$ cat config.mk
export PLATFORM = sky130hd
export DESIGN_NAME = slsp_dev_flat
export DESIGN_NICKNAME = d
export VERILOG_FILES = /design/src/slsp_pkg.sv /design/src/slsp_if.sv /design/src/fifo_buf.sv /design/src/slsp_dev.sv /design/src/flat_wrapper.sv
export VERILOG_INCLUDE_DIRS = /design/src
export SDC_FILE = /design/constraint.sdc
export NUM_CORES = 1
export LEC_CHECK = 0
export BUFFER_PORTS_ARGS = -buffer_cell sky130_fd_sc_hd__buf_4
export CAP_MARGIN = 20
export CORE_ASPECT_RATIO = 1.4
export CORE_MARGIN = 3
export CORE_UTILIZATION = 50
export CTS_CLUSTER_DIAMETER = 30
export CTS_CLUSTER_SIZE = 20
export DETAILED_ROUTE_END_ITERATION = 16
export HOLD_SLACK_MARGIN = 0.15
export PLACE_DENSITY = 0.74
export SYNTH_ARGS = -nofsm -noshare
export SYNTH_HDL_FRONTEND = slang
export SYNTH_SLANG_ARGS = --single-unit
$ cat constraint.sdc
create_clock -name REF_CLK -period 9.65 [get_ports REF_CLK]
set_input_delay 1.4475 -clock REF_CLK [delete_from_list [all_inputs] [get_ports REF_CLK]]
set_output_delay 1.4475 -clock REF_CLK [all_outputs]
set_load 0.02 [all_outputs]
$ cat src/slsp_map.svh
// constants for the supply-line serial port: timing, framing, command codes
// assumes a 50 MHz reference clock; included by both link ends
`ifndef SLSP_MAP_SVH
`define SLSP_MAP_SVH
// clock period and link times in ns
`define CLK_NS 20
`define T_IDLE_NS 15000000
`define T_TURN_NS 20000
`define T_ACT_NS 100000
// derived cycle counts
`define IDLE_CYC (20'(`T_IDLE_NS / `CLK_NS))
`define TURN_CYC (16'(`T_TURN_NS / `CLK_NS))
`define ACT_CYC (20'(`T_ACT_NS / `CLK_NS))
// field framing
`define SYNC_BYTE 8'h55
`define FLD_LAST 4'h9
`define SYNC_EDGES 4'h8
`define BIT_MIN 16'h0008
`define BIT_MAX 16'h0800
`define M_BIT_CYC 20'h00032
`define M_HUNT_CYC 20'h0ffff
// command field codes and data field counts
`define CMD_WR_LO 4'h1
`define CMD_RDI_LO 4'h2
`define CMD_RDR 8'h73
`define CMD_BW 8'hd0
`define CMD_BR 8'hd3
`define LEN_WR 4'h2
`define LEN_RDI 4'h1
`define LEN_RDR 4'h1
`define LEN_BW 4'h2
`define LEN_BR 4'h2
// error flag positions
`define ERR_RATE 0
`define ERR_SYNC 1
`define ERR_STOP 2
`define ERR_CMD 3
`endif

$ cat src/slsp_pkg.sv
// types shared by both ends of the supply-line serial port
// assumes slsp_map.svh holds the numeric constants
package slsp_pkg;
  // device end states
  typedef enum logic [3:0] {
    D_OFF, D_SYNCW, D_SYNC, D_HUNT, D_RXB, D_STORE, D_TURN, D_TXB, D_DROP
  } dev_state_t;
  // master end states
  typedef enum logic [2:0] {
    M_IDLE, M_ACT, M_TXB, M_NEXT, M_HUNT, M_RXB
  } mst_state_t;
endpackage : slsp_pkg

$ cat src/slsp_if.sv
// the supply pin seen as three logical wires between master and device
// assumes the testbench joins both ends through one instance
`timescale 1ns/10ps
interface slsp_if;
  logic vline; // supply voltage level, master to device, idle high
  logic ov;    // overvoltage activation pulse, master to device
  logic iline; // supply current level, device to master, idle high
  modport dev (input vline, input ov, output iline);
  modport mst (output vline, output ov, input iline);
endinterface : slsp_if

$ cat src/fifo_buf.sv
// small synchronous fifo with valid/ready on both sides
// assumes one clock, synchronous active-high reset and a clock enable
`timescale 1ns/10ps
module fifo_buf #(
  parameter int W = 9,
  parameter int D = 32
) (
  // clock and control
  input wire logic clk,
  input wire logic rst,
  input wire logic ce,
  // fill side
  input wire logic in_valid,
  input wire logic [W-1:0] in_data,
  output logic in_ready,
  // drain side
  output logic out_valid,
  output logic [W-1:0] out_data,
  input wire logic out_ready
);
  localparam int A = $clog2(D);
  logic [W-1:0] mem [D]; // storage, no reset needed
  logic [A:0] wp_r; // write pointer with wrap bit
  logic [A:0] rp_r; // read pointer with wrap bit
  wire full = (wp_r[A] != rp_r[A]) && (wp_r[A-1:0] == rp_r[A-1:0]);
  wire empty = (wp_r == rp_r);
  wire push = in_valid && !full;
  wire pop = out_ready && !empty;
  assign in_ready = !full;
  assign out_valid = !empty;
  assign out_data = mem[rp_r[A-1:0]];
  // storage write
  always_ff @(posedge clk)
  begin
    if (ce && push)
      mem[wp_r[A-1:0]] <= in_data;
  end
  // pointers
  always_ff @(posedge clk)
  begin
    if (rst)
    begin
      wp_r <= '0;
      rp_r <= '0;
    end
    else if (ce)
    begin
      if (push)
        wp_r <= wp_r + 1'b1;
      if (pop)
        rp_r <= rp_r + 1'b1;
    end
  end
endmodule : fifo_buf

$ cat src/slsp_dev.sv
// device end of the supply-line serial port: activation, sync measurement,
// field reception into a fifo, command decode, timed responses, errors
// assumes the master end drives the link; user logic answers read data
`timescale 1ns/10ps
`include "slsp_map.svh"
module slsp_dev #(
  parameter logic [19:0] IDLE_CYC = `IDLE_CYC,
  parameter logic [19:0] ACT_CYC = `ACT_CYC
) (
  // clock, reset, enable
  input wire logic REF_CLK,
  input wire logic RST,
  input wire logic CE,
  // link
  slsp_if.dev LINK,
  // received fields: {is_command, byte}
  output logic RX_VALID,
  input wire logic RX_READY,
  output logic [8:0] RX_WORD,
  // response bytes for read frames
  output logic RESP_REQ,
  input wire logic RESP_VALID,
  input wire logic [7:0] RESP_DATA,
  // session and status
  input wire logic LINK_OFF,
  input wire logic [3:0] ERR_CLR,
  output logic ACTIVE,
  output logic BUSY,
  output logic [3:0] ERR
);
  import slsp_pkg::*;
  dev_state_t st_r; // framing state
  logic v_r; // last line level
  logic [15:0] cnt_r; // cycles in current bit or wait
  logic [15:0] per_r; // measured bit period
  logic [15:0] prev_r; // width of previous sync bit
  logic [18:0] sum_r; // sum of sync bit widths
  logic [3:0] seg_r; // sync edges seen
  logic [3:0] bit_r; // bit index in field
  logic [3:0] rem_r; // data fields left in frame
  logic [7:0] sh_r; // receive shifter
  logic [9:0] tx_r; // transmit shifter, idles all ones
  logic [19:0] idle_r; // cycles since last line change
  logic [19:0] act_r; // overvoltage length
  logic ov_r; // last overvoltage level
  logic fcmd_r; // current field is the command
  logic txdir_r; // frame data flows to the master
  logic turned_r; // turnaround already served
  logic active_r; // receive logic enabled
  logic [3:0] err_r; // sticky error flags
  logic fifo_rdy; // fifo can take a word

  // line events
  wire fall = v_r & ~LINK.vline;
  wire chg = v_r ^ LINK.vline;
  wire idle_hit = (idle_r == IDLE_CYC);
  // sync width checks
  wire [15:0] w = cnt_r + 16'h0001;
  wire [15:0] dif = (w > prev_r) ? (w - prev_r) : (prev_r - w);
  wire sync_bad = (seg_r != 4'h0) && ({dif, 2'b00} > {2'b00, prev_r});
  wire [18:0] tot = sum_r + {3'b000, w};
  wire [15:0] per_w = tot[18:3]; // mean of eight bits
  wire sync_end = (seg_r == `SYNC_EDGES);
  wire rate_lo = chg && sync_end && (per_w < `BIT_MIN);
  wire rate_bad = (st_r == D_SYNC) && ((cnt_r >= `BIT_MAX) || rate_lo);
  wire sync_err = (st_r == D_SYNC) && chg && !rate_lo && sync_bad;
  // mid-bit sampling
  wire [15:0] per_m1 = per_r - 16'h0001;
  wire [15:0] tgt = (bit_r == 4'h0) ? {1'b0, per_r[15:1]} : per_m1;
  wire smp = (st_r == D_RXB) && (cnt_r == tgt);
  wire fld_end = smp && (bit_r == `FLD_LAST);
  wire stop_bad = fld_end && !LINK.vline;
  // command decode
  wire c_wr = !sh_r[7] && (sh_r[3:0] == `CMD_WR_LO);
  wire c_rdi = !sh_r[7] && (sh_r[3:0] == `CMD_RDI_LO);
  wire c_rdr = (sh_r == `CMD_RDR);
  wire c_bw = (sh_r == `CMD_BW);
  wire c_br = (sh_r == `CMD_BR);
  wire c_ok = c_wr | c_rdi | c_rdr | c_bw | c_br;
  wire c_tx = c_rdr | c_br;
  wire [3:0] c_len = c_wr ? `LEN_WR : c_rdi ? `LEN_RDI :
                     c_rdr ? `LEN_RDR : c_bw ? `LEN_BW : `LEN_BR;
  wire cmd_err = fld_end && LINK.vline && fcmd_r && !c_ok;
  wire turn_done = turned_r || (cnt_r >= `TURN_CYC);
  wire tx_tick = (st_r == D_TXB) && (cnt_r == per_m1);
  wire [3:0] err_set;
  assign err_set[`ERR_RATE] = rate_bad;
  assign err_set[`ERR_SYNC] = sync_err;
  assign err_set[`ERR_STOP] = stop_bad;
  assign err_set[`ERR_CMD] = cmd_err;

  // outputs
  assign LINK.iline = tx_r[0];
  assign RESP_REQ = (st_r == D_TURN) && turn_done;
  assign ACTIVE = active_r;
  assign BUSY = (st_r != D_OFF) && (st_r != D_SYNCW);
  assign ERR = err_r;

  // every received command and data field waits here until the fifo has room
  fifo_buf #(.W(9), .D(32)) u_rxq (
    .clk(REF_CLK),
    .rst(RST),
    .ce(CE),
    .in_valid(st_r == D_STORE),
    .in_data({fcmd_r, sh_r}),
    .in_ready(fifo_rdy),
    .out_valid(RX_VALID),
    .out_data(RX_WORD),
    .out_ready(RX_READY)
  );

  // line history and idle timer
  always_ff @(posedge REF_CLK)
  begin
    if (RST)
    begin
      v_r <= 1'b1;
      idle_r <= '0;
    end
    else if (CE)
    begin
      v_r <= LINK.vline;
      if (chg)
        idle_r <= '0;
      else if (!idle_hit)
        idle_r <= idle_r + 20'h00001;
    end
  end

  // activation pulse; the processor side ends the session via LINK_OFF
  always_ff @(posedge REF_CLK)
  begin
    if (RST)
    begin
      ov_r <= 1'b0;
      act_r <= '0;
      active_r <= 1'b0;
    end
    else if (CE)
    begin
      ov_r <= LINK.ov;
      if (!LINK.ov)
        act_r <= '0;
      else if (act_r != ACT_CYC)
        act_r <= act_r + 20'h00001;
      if (LINK_OFF)
        active_r <= 1'b0;
      else if (ov_r && !LINK.ov && (act_r == ACT_CYC))
        active_r <= 1'b1;
    end
  end

  // sticky errors, a new error wins over a clear in the same cycle
  always_ff @(posedge REF_CLK)
  begin
    if (RST)
      err_r <= '0;
    else if (CE)
      err_r <= (err_r & ~ERR_CLR) | err_set;
  end

  // framing state machine
  always_ff @(posedge REF_CLK)
  begin
    if (RST)
    begin
      st_r <= D_OFF;
      cnt_r <= '0;
      per_r <= `BIT_MIN;
      prev_r <= '0;
      sum_r <= '0;
      seg_r <= '0;
      bit_r <= '0;
      rem_r <= '0;
      sh_r <= '0;
      tx_r <= '1;
      fcmd_r <= 1'b0;
      txdir_r <= 1'b0;
      turned_r <= 1'b0;
    end
    else if (CE)
    begin
      if (!active_r)
        st_r <= D_OFF;
      else if (idle_hit && !fall && st_r != D_TURN && st_r != D_TXB)
        st_r <= D_SYNCW;
      else
        unique case (st_r)
          D_OFF:
            st_r <= D_SYNCW;
          // first edge of a frame is taken as the sync start bit
          D_SYNCW:
            if (fall)
            begin
              st_r <= D_SYNC;
              cnt_r <= '0;
              seg_r <= '0;
              sum_r <= '0;
            end
          D_SYNC:
            if (rate_bad || sync_err)
              st_r <= D_DROP;
            else if (chg)
            begin
              cnt_r <= '0;
              prev_r <= w;
              seg_r <= seg_r + 4'h1;
              if (seg_r != 4'h0)
                sum_r <= tot;
              if (sync_end)
              begin
                per_r <= per_w;
                fcmd_r <= 1'b1;
                st_r <= D_HUNT;
              end
            end
            else
              cnt_r <= cnt_r + 16'h0001;
          // a gap before a start bit is fine until the idle timeout
          D_HUNT:
            if (fall)
            begin
              st_r <= D_RXB;
              cnt_r <= '0;
              bit_r <= '0;
            end
          D_RXB:
            if (!smp)
              cnt_r <= cnt_r + 16'h0001;
            else
            begin
              cnt_r <= '0;
              bit_r <= bit_r + 4'h1;
              if (bit_r == 4'h0 && LINK.vline)
                st_r <= D_HUNT; // glitch, not a start bit
              else if (bit_r != `FLD_LAST)
              begin
                if (bit_r != 4'h0)
                  sh_r <= {LINK.vline, sh_r[7:1]};
              end
              else if (stop_bad || cmd_err)
                st_r <= D_DROP;
              else
              begin
                st_r <= D_STORE;
                if (fcmd_r)
                begin
                  rem_r <= c_len;
                  txdir_r <= c_tx;
                  turned_r <= 1'b0;
                end
                else
                  rem_r <= rem_r - 4'h1;
              end
            end
          D_STORE:
            if (fifo_rdy)
            begin
              fcmd_r <= 1'b0;
              cnt_r <= '0;
              if (rem_r == 4'h0)
                st_r <= D_SYNCW;
              else if (txdir_r)
                st_r <= D_TURN;
              else
                st_r <= D_HUNT;
            end
          // wait out the turnaround, then the byte from user logic
          D_TURN:
            if (turn_done && RESP_VALID)
            begin
              tx_r <= {1'b1, RESP_DATA, 1'b0};
              turned_r <= 1'b1;
              cnt_r <= '0;
              bit_r <= '0;
              st_r <= D_TXB;
            end
            else if (!turn_done)
              cnt_r <= cnt_r + 16'h0001;
          D_TXB:
            if (!tx_tick)
              cnt_r <= cnt_r + 16'h0001;
            else
            begin
              cnt_r <= '0;
              tx_r <= {1'b1, tx_r[9:1]};
              bit_r <= bit_r + 4'h1;
              if (bit_r == `FLD_LAST)
              begin
                rem_r <= rem_r - 4'h1;
                st_r <= (rem_r == 4'h1) ? D_SYNCW : D_TURN;
              end
            end
          // rest of a bad frame is ignored until the line idles
          D_DROP:
            st_r <= D_DROP;
        endcase
    end
  end
endmodule : slsp_dev

$ cat src/flat_wrapper.sv
// flat-port wrapper written by rule: the top's interface ports become plain ports
module slsp_dev_flat import slsp_pkg::*;
#(
  parameter logic [19:0] IDLE_CYC = `IDLE_CYC,
  parameter logic [19:0] ACT_CYC = `ACT_CYC
)
  (REF_CLK, RST, CE, RX_VALID, RX_READY, RX_WORD, RESP_REQ, RESP_VALID, RESP_DATA, LINK_OFF, ERR_CLR, ACTIVE, BUSY, ERR, LINK_vline, LINK_ov, LINK_iline);
  slsp_if LINK_i ();
  input wire logic REF_CLK;
  input wire logic RST;
  input wire logic CE;
  output logic RX_VALID;
  input wire logic RX_READY;
  output logic [8:0] RX_WORD;
  output logic RESP_REQ;
  input wire logic RESP_VALID;
  input wire logic [7:0] RESP_DATA;
  input wire logic LINK_OFF;
  input wire logic [3:0] ERR_CLR;
  output logic ACTIVE;
  output logic BUSY;
  output logic [3:0] ERR;
  input wire logic [$bits(LINK_i.vline)-1:0] LINK_vline;
  input wire logic [$bits(LINK_i.ov)-1:0] LINK_ov;
  output wire logic [$bits(LINK_i.iline)-1:0] LINK_iline;
  assign LINK_i.vline = LINK_vline;
  assign LINK_i.ov = LINK_ov;
  assign LINK_iline = LINK_i.iline;
  slsp_dev #(.IDLE_CYC(IDLE_CYC), .ACT_CYC(ACT_CYC)) u_core (.REF_CLK(REF_CLK), .RST(RST), .CE(CE), .LINK(LINK_i), .RX_VALID(RX_VALID), .RX_READY(RX_READY), .RX_WORD(RX_WORD), .RESP_REQ(RESP_REQ), .RESP_VALID(RESP_VALID), .RESP_DATA(RESP_DATA), .LINK_OFF(LINK_OFF), .ERR_CLR(ERR_CLR), .ACTIVE(ACTIVE), .BUSY(BUSY), .ERR(ERR));
endmodule
## Word level (Yosys, flattened, before mapping)

Memory sizes are Yosys's and may differ from the RTL's. A register that Yosys moved wholly into a read port is not among the register bits.
Cells that the tools add are included.
W data, S select, Z words.

| storage, ports and cells | value |
|---|---|
| bits in registers | 163 |
| memory bits (writable) | 288 |
| input bits | 20 |
| logic and storage cells | 265 |
| memories | 1 |

| cells by class | value |
|---|---|
| $add $sub $neg | 12 |
| order comparisons | 5 |
| equal/unequal tests | 57 |
| muxes and demuxes | 79 |
| bitwise logic cells | 16 |
| reduce and logical (&&, ||, !) cells | 74 |

Memory list:

| name | words | bits a word | read ports | clocked after memory_dff | write ports | RTL line | RTL |
|---|---|---|---|---|---|---|---|
| u_core.u_rxq.mem | 32 | 9 | 1 | 1 | 1 | fifo_buf.sv:22 | `logic [W-1:0] mem [D];` |

Operators by type and width:

| operator | number |
|---|---|
| $mux W16 | 10 |
| $mux W4 | 31 |
| $pmux W16 S6 | 1 |
| $mux W20 | 4 |
| $mux W19 | 4 |
| $add A20 B1 Y20 const B | 2 |
| $reduce_and A8 Y1 | 5 |
| $pmux W19 S2 | 1 |
| $pmux W4 S9 | 1 |
| $eq A16 B16 Y1 | 2 |
| $ne A4 B4 Y1 const B | 8 |
| $sub A16 B16 Y16 | 2 |
| $logic_and A1 B1 Y1 | 29 |
| $eq A20 B13 Y1 const B | 1 |
| $eq A20 B20 Y1 const B | 1 |
| $mux W10 | 2 |
| $ne A2 B1 Y1 const B | 10 |
| $ne A20 B13 Y1 const B | 1 |
| $pmux W10 S2 | 1 |
| $reduce_and A10 Y1 | 2 |
| $add A19 B16 Y19 | 1 |
| $gt A18 B16 Y1 | 1 |
| $add A16 B1 Y16 const B | 1 |
| $eq A4 B3 Y1 const B | 4 |
| 47 further kinds | 118 |

## Logic depth before layout (Yosys ltp)

| depth | value |
|---|---|
| depth in word-level cells | 16 |
| depth in mapped cells | 31 |
| mapped depth without buffers | 26 |

## Cells and area by module

From an unflattened synthesis, not the netlist that was laid out.

| second synthesis, totals | value |
|---|---|
| cells, all modules | 1995 |
| area, all modules | 23187.2 sq um |

Modules (own cells, without submodules):

| module | times used | cells each | area each (sq um) | seq. area each (sq um) |
|---|---|---|---|---|
| fifo_buf | 1 | 542 | 11907.7 | 8988.6 |
| slsp_dev | 1 | 1453 | 11279.6 | 3002.9 |

## Worst setup path before layout

Ideal clock, no wire load.

| timing path | value |
|---|---|
| path kind | reg-to-reg |
| start | register u_core.cnt_r[5] |
| end | register u_core.prev_r[10] |
| setup time | 0.128 ns |
| arrival time | 6.709 ns |
| data required time | 9.522 ns |
| slack | 2.814 ns |
| cell stages (with the launch flop) | 29 |
| buffers on the path | 4 |
| period minus slack after synthesis | 6.836 ns |
| cell sequence | dfxtp_1 -> clkbuf_1 -> and3_1 -> and3_1 -> and4_1 -> nand2_1 -> xor2_1 -> inv_1 -> ha_1 -> clkbuf_1 -> nand4_1 -> or4_1 -> a21boi_1 -> clkbuf_1 -> a221oi_1 -> o22ai_1 -> a41o_1 -> a221oi_1 -> xnor2_1 -> ha_1 -> nand4_1 -> nor2_1 -> a21boi_0 -> o31ai_1 -> o2111ai_1 -> nor3_1 -> buf_2 -> mux2i_1 -> nor2_1 |

| between the ends | value |
|---|---|
| cells in the longest elaborated chain, start to end | 10 |

RTL lines:

| what | RTL line | RTL |
|---|---|---|
| from (decl) | slsp_dev.sv:34 | `logic [15:0] cnt_r;` |
| from (signal assigned) | slsp_dev.sv:218 | `cnt_r <= cnt_r + 16'h0001;` |
| from (signal assigned) | slsp_dev.sv:229 | `cnt_r <= cnt_r + 16'h0001;` |
| from (signal assigned) | slsp_dev.sv:279 | `cnt_r <= cnt_r + 16'h0001;` |
| $add A16 B1 Y16 (*) | slsp_dev.sv:58 | `wire [15:0] w = cnt_r + 16'h0001;` |
| named net u_core.w[13] | slsp_dev.sv:58 |  |
| $add A19 B16 Y19 | slsp_dev.sv:61 | `wire [18:0] tot = sum_r + {3'b000, w};` |
| $lt A16 B4 Y1 (no line) | -- |  |
| $logic_and A1 B1 Y1 | slsp_dev.sv:64 | `` wire rate_lo = chg && sync_end && (per_w < `BIT_MIN); `` |
| $logic_not A1 Y1 | slsp_dev.sv:66 | `wire sync_err = (st_r == D_SYNC) && chg && !rate_lo && sync_bad;` |
| $logic_and A1 B1 Y1 (2 in a row) | slsp_dev.sv:66 |  |
| $logic_or A1 B1 Y1 (*) | slsp_dev.sv:201 | `if (rate_bad \|\| sync_err)` |
| $not A1 Y1 (no line) (*) | -- |  |
| $reduce_and A6 Y1 (no line) (*) | -- |  |
| to (signal assigned) | slsp_dev.sv:206 | `prev_r <= w;` |
| to (decl) | slsp_dev.sv:36 | `logic [15:0] prev_r;` |

Mark *: on every way through the listed nets, which the timed path passes. The rest lies on a longest branch.
A chain may end at the register's enable or synchronous reset.

## Final worst setup path

| timing path | value |
|---|---|
| start | register u_core.cnt_r[5] |
| end | register u_core.cnt_r[6] |

| between the ends | value |
|---|---|
| cells in the longest elaborated chain, start to end | 10 |

RTL lines:

| what | RTL line |
|---|---|
| $add A16 B1 Y16 (*) | slsp_dev.sv:58 |
| named net u_core.w[15] | slsp_dev.sv:58 |
| $add A19 B16 Y19 | slsp_dev.sv:61 |
| $lt A16 B4 Y1 (no line) | -- |
| $logic_and A1 B1 Y1 | slsp_dev.sv:64 |
| $logic_not A1 Y1 | slsp_dev.sv:66 |
| $logic_and A1 B1 Y1 (2 in a row) | slsp_dev.sv:66 |
| $logic_or A1 B1 Y1 (*) | slsp_dev.sv:201 |
| $ne A2 B2 Y1 (no line) (*) | -- |
| $reduce_and A8 Y1 (no line) (*) | -- |

Mark *: on every way through the listed nets, which the timed path passes. The rest lies on a longest branch. The select of a mux whose other input is x is not followed.

==> results by group <==
Global route
  – Vias in the first global route: 16540
  – Gr ovfl total: 0
  – GRT Util Overall: 23.99%
  – Maximum number of pins on one net before global-route repair: between 70 and 80
  – First-pass GRT wire length: between 90000 and 100000 microns
  – Initial antenna violation count: 1

Detailed routing
  – DRC violation count after routing: 0
  – DRT Wirelength: approximately 59000 microns
  – Via density: ~6.1
  – Pre-antenna DRT Iters: 6
  – DR iter-0 viols: ~1400
  – DR WL/cell: 21.87 microns
  – Via count: 16500
  – DRT antenna net count: 0

Hold path
  – Worst Hold Launch: u_core.sum_r[10]$_SDFFE_PP0P_
  – HP Class: reg -> reg
  – Hold path depth: 2
  – Hold path endpoint: u_core.sum_r[10]$_SDFFE_PP0P_

Setup path
  – Crit. End Element: register
  – R2r endpoint: u_core.cnt_r[6]$_SDFFE_PP0P_
  – Crit-path max FO: 29
  – CP Buf/Inv Count: 1
  – Cell mode on critical path: nand4_1
  – WP data arrival: 8600 ps
  – CP max-delay cell: o31ai_1
  – Reg2reg start: u_core.cnt_r[5]$_SDFFE_PP0P_
  – CP required: 10170 ps
  – CP Launch Type: register
  – Worst Setup SP: u_core.cnt_r[5]$_SDFFE_PP0P_
  – Setup CP Type: reg -> reg
  – Max stage delay on crit path: 870 ps
  – Worst r2r path cells: 26
  – Worst R2R Setup Slack: 1570 ps
  – Family with the most delay on the worst path: compound AO/OA/AOI/OAI gates

Timing
  – # setup viols final: 0
  – Tmin final: 8078 ps
  – RSZ-0062 raised after global routing: false
  – Final Max Slew Viols: 0
  – Worst-case clock skew: 27.60 ps
  – Final hold vios: 0
  – Worst Tran Pin Value: ~1100 ps
  – Max-Slew Margin vs Limit: 24.64%
  – Fin Hold WS: about 470 ps
  – Crit share post-route: 83.71%
  – Fmax: roughly 0.12 GHz
  – Final setup TNS: 0 ps

Outcome
  – Status: finished clean

Yosys
  – Syn nets: 2123
  – Seq/Total Area, Yosys: around half
  – YS warnings: 0
  – Asr flop ratio synth: 0%
  – Most used DFF post-synth: edfxtp_1
  – Yosys cell types: 85
  – Syn_area_per_cell: between 10 and 15 sq um
  – Synth Instances: 2019
  – Synthesized area: 23190 sq um
  – Number of synthesized flops with an enable pin: 288
  – Seq cells post-synth: 455

Die
  – Die height: 260.8 microns
  – Ports: 38
  – Die W: 188.0 microns
  – Initial Util: just over 50%
  – Core region area: 45470 sq um
  – # rows: 92
  – Die footprint: 49040 sq um

Job
  – Maxcap violations: 0

Cells and area
  – Final #Nets: between 2000 and 2500
  – # diodes: 0
  – Fillcell total: 3595
  – Multi-input gate area: 10440 sq um
  – Fraction of layout cells with a size suffix above 1: about 16%
  – Area grow syn2layout: 15.18%
  – FF+latch area: between 10000 and 15000 sq um
  – Fin area: roughly 27000 sq um

Clock tree
  – Post-CTS Hold Fix Bufs: 0
  – Setup Fix Bufs, Post-CTS: 0
  – Root Buffer: clkbuf_16
  – Clock Latency Late Sink: about 610 ps
  – Clock sinks: roughly 460
  – CTS tree: done
  – H-Tree Depth: 3
  – Clock Path Buffers: 3
  – Reg clk slew, reported paths: 60 ps
  – Num CTS Buffers: 77
  – Post-CTS Resized: 0

Pwr
  – PD cells: 183.2 nW/um^2
  – VDD IR max: 0.0001568 V
  – P_leak: 0.01020 uW

Placement
  – I/O Buffers: 37
  – Post-DP HPWL: slightly below 40000 microns
  – Cell Area, Placed: 23970 sq um
  – GPL Wtd Cong: 0.9238
worst max-delay path by stage:
stage	to	slack, ps	cells after the start
after floorplan	u_core.prev_r[10]$_SDFFE_PP0P_	2810	28
after global placement	u_core.cnt_r[10]$_SDFFE_PP0P_	2050	26
after detailed placement	u_core.cnt_r[6]$_SDFFE_PP0P_	1860	25
after CTS	u_core.cnt_r[6]$_SDFFE_PP0P_	1760	26
after global routing	u_core.cnt_r[6]$_SDFFE_PP0P_	1080	26
final	u_core.cnt_r[6]$_SDFFE_PP0P_	1570	26
power breakdown:
part           switching [uW]  internal (uW)  leakage [uW]
Sequential               1.14           2050       0.00470
Combinational            28.1           12.3       0.00421
Clock                    1030           1780       0.00129
final cells by class:
type / count / share of cell area, %
multi-input combinational: 1360 / 39.07
inverter: 82 / 1.152
tap: 611 / 2.862
clock buffer: 88 / 7.523
sequential: 455 / 44.91
timing repair buffer: 63 / 1.846
clock inverter: 54 / 2.632
sequential cells by signal (all words and copies together), names as in the netlist, 6 cells and up, named ones only:
name               cells
u_core.sum_r          19
u_core.per_r          16
u_core.act_r          20
u_core.u_rxq.wp_r      6
u_core.tx_r            9
u_core.sh_r            8
u_core.idle_r         20
u_core.u_rxq.mem     288
u_core.cnt_r          16
u_core.u_rxq.rp_r      6
u_core.prev_r         16
cells in the final DEF, fill, tap and decap left out, types with 10 or more instances in the layout:
cell	n
edfxtp_1	288
nor2_1	208
dfxtp_1	165
nand2_1	142
a21oi_1	101
mux4_2	90
o21ai_0	85
inv_1	81
ha_1	81
clkbuf_16	78
mux2i_1	70
buf_4	62
xnor2_1	61
xor2_1	51
nand4_1	45
nor3_1	38
nand3_1	33
a21o_1	21
or4_1	21
and3_1	19
or3_1	18
nor2b_1	17
nand2b_1	15
o211ai_1	14
a211oi_1	14
a31oi_1	14
mux2_2	12
o311ai_0	12
and2_1	11
nor4_1	11
or2_2	10
inv_6	10
cell families after synthesis:
| group | Yosys count | synth area share (%) |
|---|---|---|
| adders and majority gates | 84 | 4.629 |
| AOI/OAI and AO/OA | 354 | 9.964 |
| DFF | 455 | 51.70 |
| buffers and inverters | 204 | 3.377 |
| xor gates and xnor gates | 113 | 4.327 |
| muxes | 172 | 12.34 |
| and+or+nand+nor | 637 | 13.65 |
per-stage QoR:
stage / worst slack [ps] / utilization [%] / total power (uW) / std cells
2_1_floorplan: 2814 / - / 2113 / 2019
3_3_place_gp: 2047 / 52.72 / 2127 / 2570
3_5_place_dp: 1863 / 52.72 / 2128 / 2570
4_1_cts: 1764 / 58.69 / 4920 / 2712
5_1_grt: 1080 / 58.75 / 5007 / 2713
6_report: 1572 / 58.75 / 4894 / 2713
synth_stat cells, types with 21 or more instances:
cell type | number | share of area, %
a21o_1 | 21 | 0.68
a21oi_1 | 101 | 2.2
clkbuf_1 | 103 | 1.7
dfxtp_1 | 167 | 14
edfxtp_1 | 288 | 37
ha_1 | 81 | 4.4
inv_1 | 81 | 1.3
mux2i_1 | 70 | 3.0
mux4_2 | 90 | 8.7
nand2_1 | 142 | 2.3
nand3_1 | 33 | 0.71
nand4_1 | 45 | 1.2
nor2_1 | 208 | 3.4
nor3_1 | 39 | 0.84
o21ai_0 | 85 | 1.8
or4_1 | 21 | 0.68
xnor2_1 | 61 | 2.3
xor2_1 | 51 | 1.9
worst min-delay path: cells and delay by family, from the launching register on:
kind             cells  cell delay [ps]
AND/OR/NAND/NOR      1               50
flip-flops           1              310
multiplexers         1               50
metal layers:
metal	wire length, microns	share of wire, %	GRT usage, %	up-vias
li1	-	-	-	7602
met1	23100	39	28.75	8135
met4	2269	3.8	10.47	2
met5	13	0.022	0	-
met2	30830	52	43.35	626
met3	3119	5.3	3.064	131
No activity file was read; power rests on OpenSTA's default activity.
